[src/cmr_pkg.sv]
// Package for the comparator mode and control register bank.
// Assumes an 8-bit special function register bus in the system clock domain.
package cmr_pkg;

	// ****************************************
	// Register addresses
	// ****************************************
	localparam logic [7:0] CMR_ADDR_CMP1_CONTROL = 8'h9a;
	localparam logic [7:0] CMR_ADDR_CMP1_MODE = 8'h9c;
	localparam logic [7:0] CMR_ADDR_CMP0_MODE = 8'h9d;
	localparam logic [7:0] CMR_ADDR_CMP1_MUX = 8'h9e;
	localparam logic [7:0] CMR_ADDR_CMP0_MUX = 8'h9f;

	// ****************************************
	// Control register fields
	// ****************************************
	localparam int CMR_CTL_ENABLE_BIT = 7;
	localparam int CMR_CTL_OUTPUT_BIT = 6;
	localparam int CMR_CTL_RISE_FLAG_BIT = 5;
	localparam int CMR_CTL_FALL_FLAG_BIT = 4;
	localparam int CMR_CTL_POS_HYST_LSB = 2;
	localparam int CMR_CTL_NEG_HYST_LSB = 0;

	// ****************************************
	// Mode register fields
	// ****************************************
	localparam int CMR_MD_RISE_IE_BIT = 5;
	localparam int CMR_MD_FALL_IE_BIT = 4;
	localparam int CMR_MD_MODE_LSB = 0;

	// ****************************************
	// Input select fields
	// ****************************************
	localparam int CMR_MX_NEG_LSB = 4;
	localparam int CMR_MX_POS_LSB = 0;

	// ****************************************
	// Reset values
	// ****************************************
	localparam logic [1:0] CMR_HYST_RESET = 2'h0;
	localparam logic [1:0] CMR_MODE_RESET = 2'h2;
	localparam logic [2:0] CMR_SEL_RESET = 3'h0;
	localparam logic [7:0] CMR_READ_NONE = 8'h00;

endpackage : cmr_pkg

[src/cmr_sync_edge.sv]
// Two-flop synchronizer with rising and falling edge detect.
// Assumes an asynchronous level input and one system clock.
`timescale 1ns/1ps

module cmr_sync_edge
(
	input wire logic clk,
	input wire logic rstn,
	input wire logic async_in,
	output logic level,
	output logic rise,
	output logic fall
);

	logic meta_reg;
	logic sync_reg;
	logic prev_reg;

	// ****************************************
	// Synchronizer; only sync_reg reads meta_reg
	// ****************************************
	always_ff @(posedge clk or negedge rstn)
	begin
		if (!rstn)
		begin
			meta_reg <= 1'b0;
			sync_reg <= 1'b0;
			prev_reg <= 1'b0;
		end
		else
		begin
			meta_reg <= async_in;
			sync_reg <= meta_reg;
			prev_reg <= sync_reg;
		end
	end

	assign level = sync_reg;
	assign rise = sync_reg & ~prev_reg;
	assign fall = ~sync_reg & prev_reg;

endmodule : cmr_sync_edge

[src/cmr_regs.sv]
// Comparator mode, control and input select registers on the SFR bus.
// Assumes the first comparator's edge flags arrive from logic on the same clock.
//
// Function
// - Control bit 7 enables comparator one
// - Control bit 6 reads synchronized output, read-only
// - Bit 5 latches rising edge until cleared
// - Bit 4 latches falling edge until cleared
// - Bits 3:2 select positive hysteresis level
// - Bits 1:0 select negative hysteresis, reset 00
// - Comparator zero mode bit 5 enables rise interrupt
// - Comparator zero mode bit 4 enables fall interrupt
// - Comparator one mode bits 5, 4 likewise
// - Comparator zero mode bits 1:0 response, reset 10
// - Comparator one mode bits 1:0 response, reset 10
// - Unused mode bits read zero, ignore writes
// - Three-bit positive and negative input selects
// - Output transition sets matching edge flag while comparator one is enabled
// - Disabled comparator drives port output low
// - Interrupt when edge flag and enable set
`timescale 1ns/1ps

module cmr_regs
	import cmr_pkg::*;
(
	input wire logic clk,
	input wire logic rstn,
	input wire logic [7:0] sfr_addr,
	input wire logic sfr_wr,
	input wire logic sfr_rd,
	input wire logic [7:0] sfr_wdata,
	output logic [7:0] sfr_rdata,
	input wire logic cmp1_raw_out,
	input wire logic cmp0_rise_flag,
	input wire logic cmp0_fall_flag,
	output logic cmp1_enable,
	output logic [1:0] cmp1_pos_hysteresis,
	output logic [1:0] cmp1_neg_hysteresis,
	output logic [1:0] cmp0_response_mode,
	output logic [1:0] cmp1_response_mode,
	output logic [2:0] cmp0_positive_input_select,
	output logic [2:0] cmp0_negative_input_select,
	output logic [2:0] cmp1_positive_input_select,
	output logic [2:0] cmp1_negative_input_select,
	output logic cmp1_port_out,
	output logic cmp0_irq,
	output logic cmp1_irq
);

	// ****************************************
	// State
	// ****************************************
	logic cmp1_enable_reg, cmp1_enable_next;
	logic cmp1_output_state_reg, cmp1_output_state_next;
	logic cmp1_rise_flag_reg, cmp1_rise_flag_next;
	logic cmp1_fall_flag_reg, cmp1_fall_flag_next;
	logic [1:0] cmp1_pos_hysteresis_reg, cmp1_pos_hysteresis_next;
	logic [1:0] cmp1_neg_hysteresis_reg, cmp1_neg_hysteresis_next;
	logic cmp0_rise_irq_en_reg, cmp0_rise_irq_en_next;
	logic cmp0_fall_irq_en_reg, cmp0_fall_irq_en_next;
	logic [1:0] cmp0_response_mode_reg, cmp0_response_mode_next;
	logic cmp1_rise_irq_en_reg, cmp1_rise_irq_en_next;
	logic cmp1_fall_irq_en_reg, cmp1_fall_irq_en_next;
	logic [1:0] cmp1_response_mode_reg, cmp1_response_mode_next;
	logic [2:0] cmp0_pos_sel_reg, cmp0_pos_sel_next;
	logic [2:0] cmp0_neg_sel_reg, cmp0_neg_sel_next;
	logic [2:0] cmp1_pos_sel_reg, cmp1_pos_sel_next;
	logic [2:0] cmp1_neg_sel_reg, cmp1_neg_sel_next;
	logic [7:0] sfr_rdata_reg, sfr_rdata_next;
	logic cmp1_port_out_reg, cmp1_port_out_next;
	logic cmp0_irq_reg, cmp0_irq_next;
	logic cmp1_irq_reg, cmp1_irq_next;

	logic sync_level;
	logic sync_rise;
	logic sync_fall;
	logic wr_ctl1;
	logic wr_md1;
	logic wr_md0;
	logic wr_mx1;
	logic wr_mx0;

	// ****************************************
	// Comparator output synchronizer
	// ****************************************
	// The raw output is asynchronous; it crosses into the clock domain here and nowhere else
	cmr_sync_edge u_sync
	(
		.clk(clk),
		.rstn(rstn),
		.async_in(cmp1_raw_out),
		.level(sync_level),
		.rise(sync_rise),
		.fall(sync_fall)
	);

	// Mode registers share one layout; unused bits always read zero
	function automatic logic [7:0] mode_image(input logic rie, input logic fie, input logic [1:0] md);
		logic [7:0] img;
		img = 8'h00;
		img[CMR_MD_RISE_IE_BIT] = rie;
		img[CMR_MD_FALL_IE_BIT] = fie;
		img[CMR_MD_MODE_LSB +: 2] = md;
		return img;
	endfunction : mode_image

	function automatic logic [7:0] mux_image(input logic [2:0] neg, input logic [2:0] pos);
		logic [7:0] img;
		img = 8'h00;
		img[CMR_MX_NEG_LSB +: 3] = neg;
		img[CMR_MX_POS_LSB +: 3] = pos;
		return img;
	endfunction : mux_image

	// Full address decode; a write to an unmapped address is simply dropped
	assign wr_ctl1 = sfr_wr && (sfr_addr == CMR_ADDR_CMP1_CONTROL);
	assign wr_md1 = sfr_wr && (sfr_addr == CMR_ADDR_CMP1_MODE);
	assign wr_md0 = sfr_wr && (sfr_addr == CMR_ADDR_CMP0_MODE);
	assign wr_mx1 = sfr_wr && (sfr_addr == CMR_ADDR_CMP1_MUX);
	assign wr_mx0 = sfr_wr && (sfr_addr == CMR_ADDR_CMP0_MUX);

	// ****************************************
	// Next-state logic
	// ****************************************
	always_comb
	begin
		cmp1_enable_next = cmp1_enable_reg;
		cmp1_pos_hysteresis_next = cmp1_pos_hysteresis_reg;
		cmp1_neg_hysteresis_next = cmp1_neg_hysteresis_reg;
		cmp1_rise_flag_next = cmp1_rise_flag_reg;
		cmp1_fall_flag_next = cmp1_fall_flag_reg;
		if (wr_ctl1)
		begin
			cmp1_enable_next = sfr_wdata[CMR_CTL_ENABLE_BIT];
			cmp1_rise_flag_next = sfr_wdata[CMR_CTL_RISE_FLAG_BIT];
			cmp1_fall_flag_next = sfr_wdata[CMR_CTL_FALL_FLAG_BIT];
			cmp1_pos_hysteresis_next = sfr_wdata[CMR_CTL_POS_HYST_LSB +: 2];
			cmp1_neg_hysteresis_next = sfr_wdata[CMR_CTL_NEG_HYST_LSB +: 2];
		end
		// Edge wins over a clear in the same cycle so no event is lost
		if (cmp1_enable_reg && sync_rise)
		begin
			cmp1_rise_flag_next = 1'b1;
		end
		if (cmp1_enable_reg && sync_fall)
		begin
			cmp1_fall_flag_next = 1'b1;
		end
		// Bit 6 ignores writes and follows the synchronized output
		cmp1_output_state_next = sync_level;

		cmp0_rise_irq_en_next = cmp0_rise_irq_en_reg;
		cmp0_fall_irq_en_next = cmp0_fall_irq_en_reg;
		cmp0_response_mode_next = cmp0_response_mode_reg;
		if (wr_md0)
		begin
			cmp0_rise_irq_en_next = sfr_wdata[CMR_MD_RISE_IE_BIT];
			cmp0_fall_irq_en_next = sfr_wdata[CMR_MD_FALL_IE_BIT];
			cmp0_response_mode_next = sfr_wdata[CMR_MD_MODE_LSB +: 2];
		end

		cmp1_rise_irq_en_next = cmp1_rise_irq_en_reg;
		cmp1_fall_irq_en_next = cmp1_fall_irq_en_reg;
		cmp1_response_mode_next = cmp1_response_mode_reg;
		if (wr_md1)
		begin
			cmp1_rise_irq_en_next = sfr_wdata[CMR_MD_RISE_IE_BIT];
			cmp1_fall_irq_en_next = sfr_wdata[CMR_MD_FALL_IE_BIT];
			cmp1_response_mode_next = sfr_wdata[CMR_MD_MODE_LSB +: 2];
		end

		cmp0_pos_sel_next = cmp0_pos_sel_reg;
		cmp0_neg_sel_next = cmp0_neg_sel_reg;
		if (wr_mx0)
		begin
			cmp0_pos_sel_next = sfr_wdata[CMR_MX_POS_LSB +: 3];
			cmp0_neg_sel_next = sfr_wdata[CMR_MX_NEG_LSB +: 3];
		end
		cmp1_pos_sel_next = cmp1_pos_sel_reg;
		cmp1_neg_sel_next = cmp1_neg_sel_reg;
		if (wr_mx1)
		begin
			cmp1_pos_sel_next = sfr_wdata[CMR_MX_POS_LSB +: 3];
			cmp1_neg_sel_next = sfr_wdata[CMR_MX_NEG_LSB +: 3];
		end

		// Read data is held until the next read; unmapped addresses answer zero
		sfr_rdata_next = sfr_rdata_reg;
		if (sfr_rd)
		begin
			unique case (sfr_addr)
				CMR_ADDR_CMP1_CONTROL:
				begin
					sfr_rdata_next = {cmp1_enable_reg, cmp1_output_state_reg, cmp1_rise_flag_reg,
						cmp1_fall_flag_reg, cmp1_pos_hysteresis_reg, cmp1_neg_hysteresis_reg};
				end
				CMR_ADDR_CMP1_MODE:
				begin
					sfr_rdata_next = mode_image(cmp1_rise_irq_en_reg, cmp1_fall_irq_en_reg,
						cmp1_response_mode_reg);
				end
				CMR_ADDR_CMP0_MODE:
				begin
					sfr_rdata_next = mode_image(cmp0_rise_irq_en_reg, cmp0_fall_irq_en_reg,
						cmp0_response_mode_reg);
				end
				CMR_ADDR_CMP1_MUX:
				begin
					sfr_rdata_next = mux_image(cmp1_neg_sel_reg, cmp1_pos_sel_reg);
				end
				CMR_ADDR_CMP0_MUX:
				begin
					sfr_rdata_next = mux_image(cmp0_neg_sel_reg, cmp0_pos_sel_reg);
				end
				default:
				begin
					sfr_rdata_next = CMR_READ_NONE;
				end
			endcase
		end

		// Output to the pin is low while powered down, not a stale level
		cmp1_port_out_next = cmp1_enable_reg & cmp1_output_state_reg;
		cmp0_irq_next = (cmp0_rise_flag & cmp0_rise_irq_en_reg) | (cmp0_fall_flag & cmp0_fall_irq_en_reg);
		cmp1_irq_next = (cmp1_rise_flag_reg & cmp1_rise_irq_en_reg)
			| (cmp1_fall_flag_reg & cmp1_fall_irq_en_reg);
	end

	// ****************************************
	// Registers
	// ****************************************
	always_ff @(posedge clk or negedge rstn)
	begin
		if (!rstn)
		begin
			cmp1_enable_reg <= 1'b0;
			cmp1_output_state_reg <= 1'b0;
			cmp1_rise_flag_reg <= 1'b0;
			cmp1_fall_flag_reg <= 1'b0;
			cmp1_pos_hysteresis_reg <= CMR_HYST_RESET;
			cmp1_neg_hysteresis_reg <= CMR_HYST_RESET;
			cmp0_rise_irq_en_reg <= 1'b0;
			cmp0_fall_irq_en_reg <= 1'b0;
			cmp0_response_mode_reg <= CMR_MODE_RESET;
			cmp1_rise_irq_en_reg <= 1'b0;
			cmp1_fall_irq_en_reg <= 1'b0;
			cmp1_response_mode_reg <= CMR_MODE_RESET;
			cmp0_pos_sel_reg <= CMR_SEL_RESET;
			cmp0_neg_sel_reg <= CMR_SEL_RESET;
			cmp1_pos_sel_reg <= CMR_SEL_RESET;
			cmp1_neg_sel_reg <= CMR_SEL_RESET;
			sfr_rdata_reg <= CMR_READ_NONE;
			cmp1_port_out_reg <= 1'b0;
			cmp0_irq_reg <= 1'b0;
			cmp1_irq_reg <= 1'b0;
		end
		else
		begin
			cmp1_enable_reg <= cmp1_enable_next;
			cmp1_output_state_reg <= cmp1_output_state_next;
			cmp1_rise_flag_reg <= cmp1_rise_flag_next;
			cmp1_fall_flag_reg <= cmp1_fall_flag_next;
			cmp1_pos_hysteresis_reg <= cmp1_pos_hysteresis_next;
			cmp1_neg_hysteresis_reg <= cmp1_neg_hysteresis_next;
			cmp0_rise_irq_en_reg <= cmp0_rise_irq_en_next;
			cmp0_fall_irq_en_reg <= cmp0_fall_irq_en_next;
			cmp0_response_mode_reg <= cmp0_response_mode_next;
			cmp1_rise_irq_en_reg <= cmp1_rise_irq_en_next;
			cmp1_fall_irq_en_reg <= cmp1_fall_irq_en_next;
			cmp1_response_mode_reg <= cmp1_response_mode_next;
			cmp0_pos_sel_reg <= cmp0_pos_sel_next;
			cmp0_neg_sel_reg <= cmp0_neg_sel_next;
			cmp1_pos_sel_reg <= cmp1_pos_sel_next;
			cmp1_neg_sel_reg <= cmp1_neg_sel_next;
			sfr_rdata_reg <= sfr_rdata_next;
			cmp1_port_out_reg <= cmp1_port_out_next;
			cmp0_irq_reg <= cmp0_irq_next;
			cmp1_irq_reg <= cmp1_irq_next;
		end
	end

	// ****************************************
	// Outputs
	// ****************************************
	// Every output is a register so the analog side never sees decode glitches
	assign sfr_rdata = sfr_rdata_reg;
	assign cmp1_enable = cmp1_enable_reg;
	assign cmp1_pos_hysteresis = cmp1_pos_hysteresis_reg;
	assign cmp1_neg_hysteresis = cmp1_neg_hysteresis_reg;
	assign cmp0_response_mode = cmp0_response_mode_reg;
	assign cmp1_response_mode = cmp1_response_mode_reg;
	assign cmp0_positive_input_select = cmp0_pos_sel_reg;
	assign cmp0_negative_input_select = cmp0_neg_sel_reg;
	assign cmp1_positive_input_select = cmp1_pos_sel_reg;
	assign cmp1_negative_input_select = cmp1_neg_sel_reg;
	assign cmp1_port_out = cmp1_port_out_reg;
	assign cmp0_irq = cmp0_irq_reg;
	assign cmp1_irq = cmp1_irq_reg;

endmodule : cmr_regs

[config.mk]
export PLATFORM = sky130hd
export DESIGN_NAME = cmr_regs
export DESIGN_NICKNAME = d
export VERILOG_FILES = /design/src/cmr_pkg.sv /design/src/cmr_sync_edge.sv /design/src/cmr_regs.sv
export SDC_FILE = /design/constraint.sdc
export NUM_CORES = 1
export LEC_CHECK = 0
export BUFFER_PORTS_ARGS = -buffer_cell sky130_fd_sc_hd__buf_2
export CORE_ASPECT_RATIO = 1.2
export CORE_MARGIN = 1
export CORE_UTILIZATION = 40
export CTS_CLUSTER_DIAMETER = 80
export CTS_CLUSTER_SIZE = 20
export DETAILED_ROUTE_END_ITERATION = 6
export GPL_ROUTABILITY_DRIVEN = 0
export PLACE_DENSITY = 0.78
export SYNTH_ARGS = -nofsm -noshare
export SYNTH_HDL_FRONTEND = slang
export SYNTH_SLANG_ARGS = --single-unit
[constraint.sdc]
create_clock -name clk -period 1 [get_ports clk]
set_input_delay 0.1 -clock clk [delete_from_list [all_inputs] [get_ports clk]]
set_output_delay 0.1 -clock clk [all_outputs]
set_load 0.05 [all_outputs]
* Word level (Yosys, flattened, before mapping)
Index checks and enable logic that the tools add are counted.
Cells by class: eq/ne operators 5, mux-type cells 5, bitwise gates (word level) 11, reductions and logical operators 9
Operators with widths (count):
- equality test 8 bit (second input constant) | 5
- case mux 8 bit (5 select lines) | 1
- AND 1 bit | 7
- logical AND 1 bit | 7
- two-way mux 1 bit | 4
- nonzero test 2 bit | 2
- NOT 1 bit | 2
- OR 1 bit | 2
Storage, ports and cells: flip-flop bits (word level) 41, input bits 23, logic and storage cells 52

* Longest topological paths before layout
depth in word-level cells 4, gate-level depth with buffers 5, mapped depth without buffers 3

* Cells and area by module
From an unflattened synthesis, not the netlist that was laid out.
Second synthesis, totals: cells, all modules 144, area, all modules 1908.1 sq um
By module, submodules not included:
- cmr_regs | times used 1, cells each 139, area each 1818.0 sq um, seq. area each 978.4 sq um
- cmr_sync_edge | times used 1, cells each 5, area each 90.1 sq um, seq. area each 75.1 sq um

* Least setup slack after synthesis
Ideal clock, no wire load.
kind input to register, from input port sfr_addr[5], to register cmp0_fall_irq_en_reg, library setup time 0.125 ns, arrival time 1.263 ns, path slack -0.387 ns, stages on the path 3, cells stage by stage or3b_4 -> nor4b_4 -> mux2_2
On the way: word-level cells in the longest chain between the ends 2
Ends and longest elaborated chain:
- from (decl) | line cmr_regs.sv:28 | input wire logic [7:0] sfr_addr,
- equality test 8 bit | line cmr_regs.sv:118 | assign wr_md0 = sfr_wr && (sfr_addr == CMR_ADDR_CMP0_MODE);
- logical AND 1 bit | line cmr_regs.sv:118
- to (signal assigned) | line cmr_regs.sv:266 | cmp0_fall_irq_en_reg <= cmp0_fall_irq_en_next;
- to (decl) | line cmr_regs.sv:60 | logic cmp0_fall_irq_en_reg, cmp0_fall_irq_en_next;
Every way passes these cells. A chain may end at the register's enable or synchronous reset.

* Final worst setup path
from input port sfr_addr[5], to register cmp0_rise_irq_en_reg
On the way: word-level cells in the longest chain between the ends 2
Ends and longest elaborated chain:
- equality test 8 bit | line cmr_regs.sv:118
- logical AND 1 bit | line cmr_regs.sv:118
- to (signal assigned) | line cmr_regs.sv:265 | cmp0_rise_irq_en_reg <= cmp0_rise_irq_en_next;
- to (decl) | line cmr_regs.sv:59 | logic cmp0_rise_irq_en_reg, cmp0_rise_irq_en_next;
Every way passes these cells.

==> run_results.csv <==
group,metric,value,unit
timing,worst_pin_slew,373,ps
min_path,worstHoldStart,"cmp0_fall_flag",
min_path,min_path_type,"in2reg",
critical_path,ff2ff_path_depth,3,
critical_path,worst-path-max-fanout,5,
timing,hold_slack,13.3,ps
drt,ant_nets,0,
pwr,p_leak,1.56,nW
clock_network,cts_root_buf,"clkbuf_8",
floorplan,rows,27,
synth,yosysTopAreaCell,"dfrtp_1",
timing,max_freq,773,MHz
cells_and_area,diodes,0,
floorplan,fp.dieW,64.9,um
place,io_buffer_count,54,
synth,synth-warning-count,0,
place,dp_hpwl,3.80,mm
synth,synth_most_common_cell,"dfrtp_1",
global_routing,antenna_found_initial,0,
critical_path,rrSetupSlack,-110,ps
floorplan,fp.dieH,77.5,um
synth,synth_edf_count,0,
job,maxCapViolCount,0,
clock_network,clock_sinks,41,
critical_path,start_kind,"primary input",
synth,syn_inst,143,
drt,drcViolationCount,0,
drt,vias,1737,
run_status,status,"finished, violations left",
synth,synth.avg_cell_area,13.3,um2
critical_path,end_kind,"flop",
timing,final_max_slew_viol_count,0,
synth,postSynth.asyncResetShare,1.00,
critical_path,arrival,1490,ps
cells_and_area,syn2layout_area_growth,69.8,%
timing,timing.final.ws_setup,-293,ps
timing,finalSetupViolCount,37,
cells_and_area,nFillCells,290,
synth,synth.yosys.seq_area_share,0.541,
timing,relSlewSlack,0.751,
pwr,p_per_area,1140,mW/mm2
global_routing,grt_usage,0.257,
min_path,holdPathStages,2,
clock_network,h-tree-depth,2,
synth,ys_top_cells_by_area,"dfrtp_1, mux2_2, mux2i_1",
clock_network,insertion_delay,300,ps
run_status,violations,"setup timing",
clock_network,clk_pin_slew,80,ps
synth,netlist_area,0.00190,mm2
cells_and_area,nets,281,
timing,final-hold-violation-count,0,
global_routing,grt_max_degree,21,
synth,synthDominantCellAreaShare,0.513,
cells_and_area,final_core_utilization,0.708,
global_routing,grt_pass1_vias,1822,
floorplan,dieArea,0.00503,mm2
floorplan,start_util,0.417,
drt,wl_per_cell,20.2,um
drt,via_per_inst,5.48,
clock_network,cts_buffers,5,
synth,synthTopCellsByCount,"dfrtp_1, mux2_2, inv_1, mux2i_1, nand4_1",
critical_path,rr_startpoint,"cmp1_positive_input_select[1]",
timing,fin_worst_skew,3.29,ps
floorplan,coreArea,0.00456,mm2
cells_and_area,drive_gt1_frac,0.656,
drt,drt_iter0_drc,109,
global_routing,grt_pass1_wl,9.47,mm
timing,min_period,1290,ps
drt,drt-total-wl,6.40,mm
global_routing,grt_overflow_total,0,
synth,syn_nets,166,
synth,synthFlopType,"dfrtp_1",
timing,period_share,1.29,
synth,ys_seq_elements,41,
pwr,ir_drop,0.000670,V
timing,rsz0062_at_grt,"yes",
floorplan,ios,55,
critical_path,r2r_end,"sfr_rdata[1]",
clock_network,cts_buffer_depth,2,
critical_path,crit_type,"in2reg",
critical_path,worstPathRequired,1190,ps
min_path,whs_endpoint,"cmp0_irq",
cells_and_area,largest_register_ffs,8,
drt,drt_pass1_iterations,4,
clock_network,cts_tree,"done",
synth,synth.distinct_cells,37,
-- where the power goes --
part	switching, mW	internal [mW]	total [mW]
Sequential	0.0593	1.73	1.79
Clock	0.607	0.485	1.09
Combinational	0.419	0.375	0.794
Total	1.08	2.59	3.67
-- cells in the final DEF (no fill, tap or decap), drive strengths merged, types with 2 or more instances in the layout --
master       instances
a21oi                2
nor3                 2
o21a                 2
clkinv               2
a22o                 2
a211o                2
dlygate4sd3          2
inv                  7
dfrtp               39
mux2                27
nand2                4
a32oi                2
o32ai                2
clkbuf               7
nand2b               3
dfstp                2
nand4                5
mux2i                6
a21bo                2
a21boi               2
and3b                2
o21ai                2
a222oi               2
nor2                 4
and4bb               2
nor3b                2
a22oi                2
buf                111
o211ai               2
nand3                2
-- cells by family after synthesis --
kind of cell | after synthesis | synth area share
DFF | 41 | 0.541
muxes | 33 | 0.192
and+or+nand+nor | 31 | 0.132
AOI/OAI and AO/OA | 25 | 0.106
buffers and inverters | 13 | 0.0290
-- final cells by class --
type / instances / area (um2) / area share
clock inverter: 2 / 10.0 / 0.00310
clock buffer: 6 / 72.6 / 0.0225
inverter: 7 / 26.3 / 0.00814
timing repair buffer: 114 / 1050 / 0.325
sequential: 41 / 1040 / 0.321
tap: 58 / 72.6 / 0.0225
multi-input combinational: 89 / 961 / 0.298
-- critical path, cell delays in order --
cell and delay (ps):
buf_6 90, or3b_4 450, nor4b_4 340, buf_4 200, mux2_4 300
-- per-stage QoR --
step	instance area (um2)	std cells	power (mW)	setup TNS [ps]	setup WS, ps
final	3230	317	3.67	-6330	-293
after global routing	3230	317	3.80	-7430	-350
after CTS	3120	310	3.62	-4570	-223
after detailed placement	2600	286	2.43	-14720	-605
after global placement	2600	286	2.41	-13940	-545
after floorplan	1980	143	2.14	-9170	-386
-- worst max-delay path by stage --
stage | from | to | slack (ps)
after CTS | sfr_addr[6] | cmp0_rise_irq_en_reg | -220
after floorplan | sfr_addr[5] | cmp0_fall_irq_en_reg | -390
final | sfr_addr[5] | cmp0_rise_irq_en_reg | -290
after global placement | sfr_addr[5] | cmp0_rise_irq_en_reg | -540
after global routing | sfr_addr[5] | cmp0_rise_irq_en_reg | -350
after detailed placement | sfr_addr[5] | cmp0_rise_irq_en_reg | -600
-- per-layer routing --
layer,GRT usage,wire length (um),vias up
met5,0,0,-
met4,0.113,186,0
met3,0.0618,345,15
met2,0.448,3440,76
met1,0.293,2430,883
li1,-,-,763
-- timing repair --
item | CTS | global route
hold endpoints to repair | 11 | 0
gates resized for setup | 89 | 13
cloned | 0 | 0
hold buffers | 2 | 0
setup buffers | 15 | 8
pin swaps | 5 | 3
endpoints found under the setup margin | 56 | 55
(Power assumes the default switching activity.)
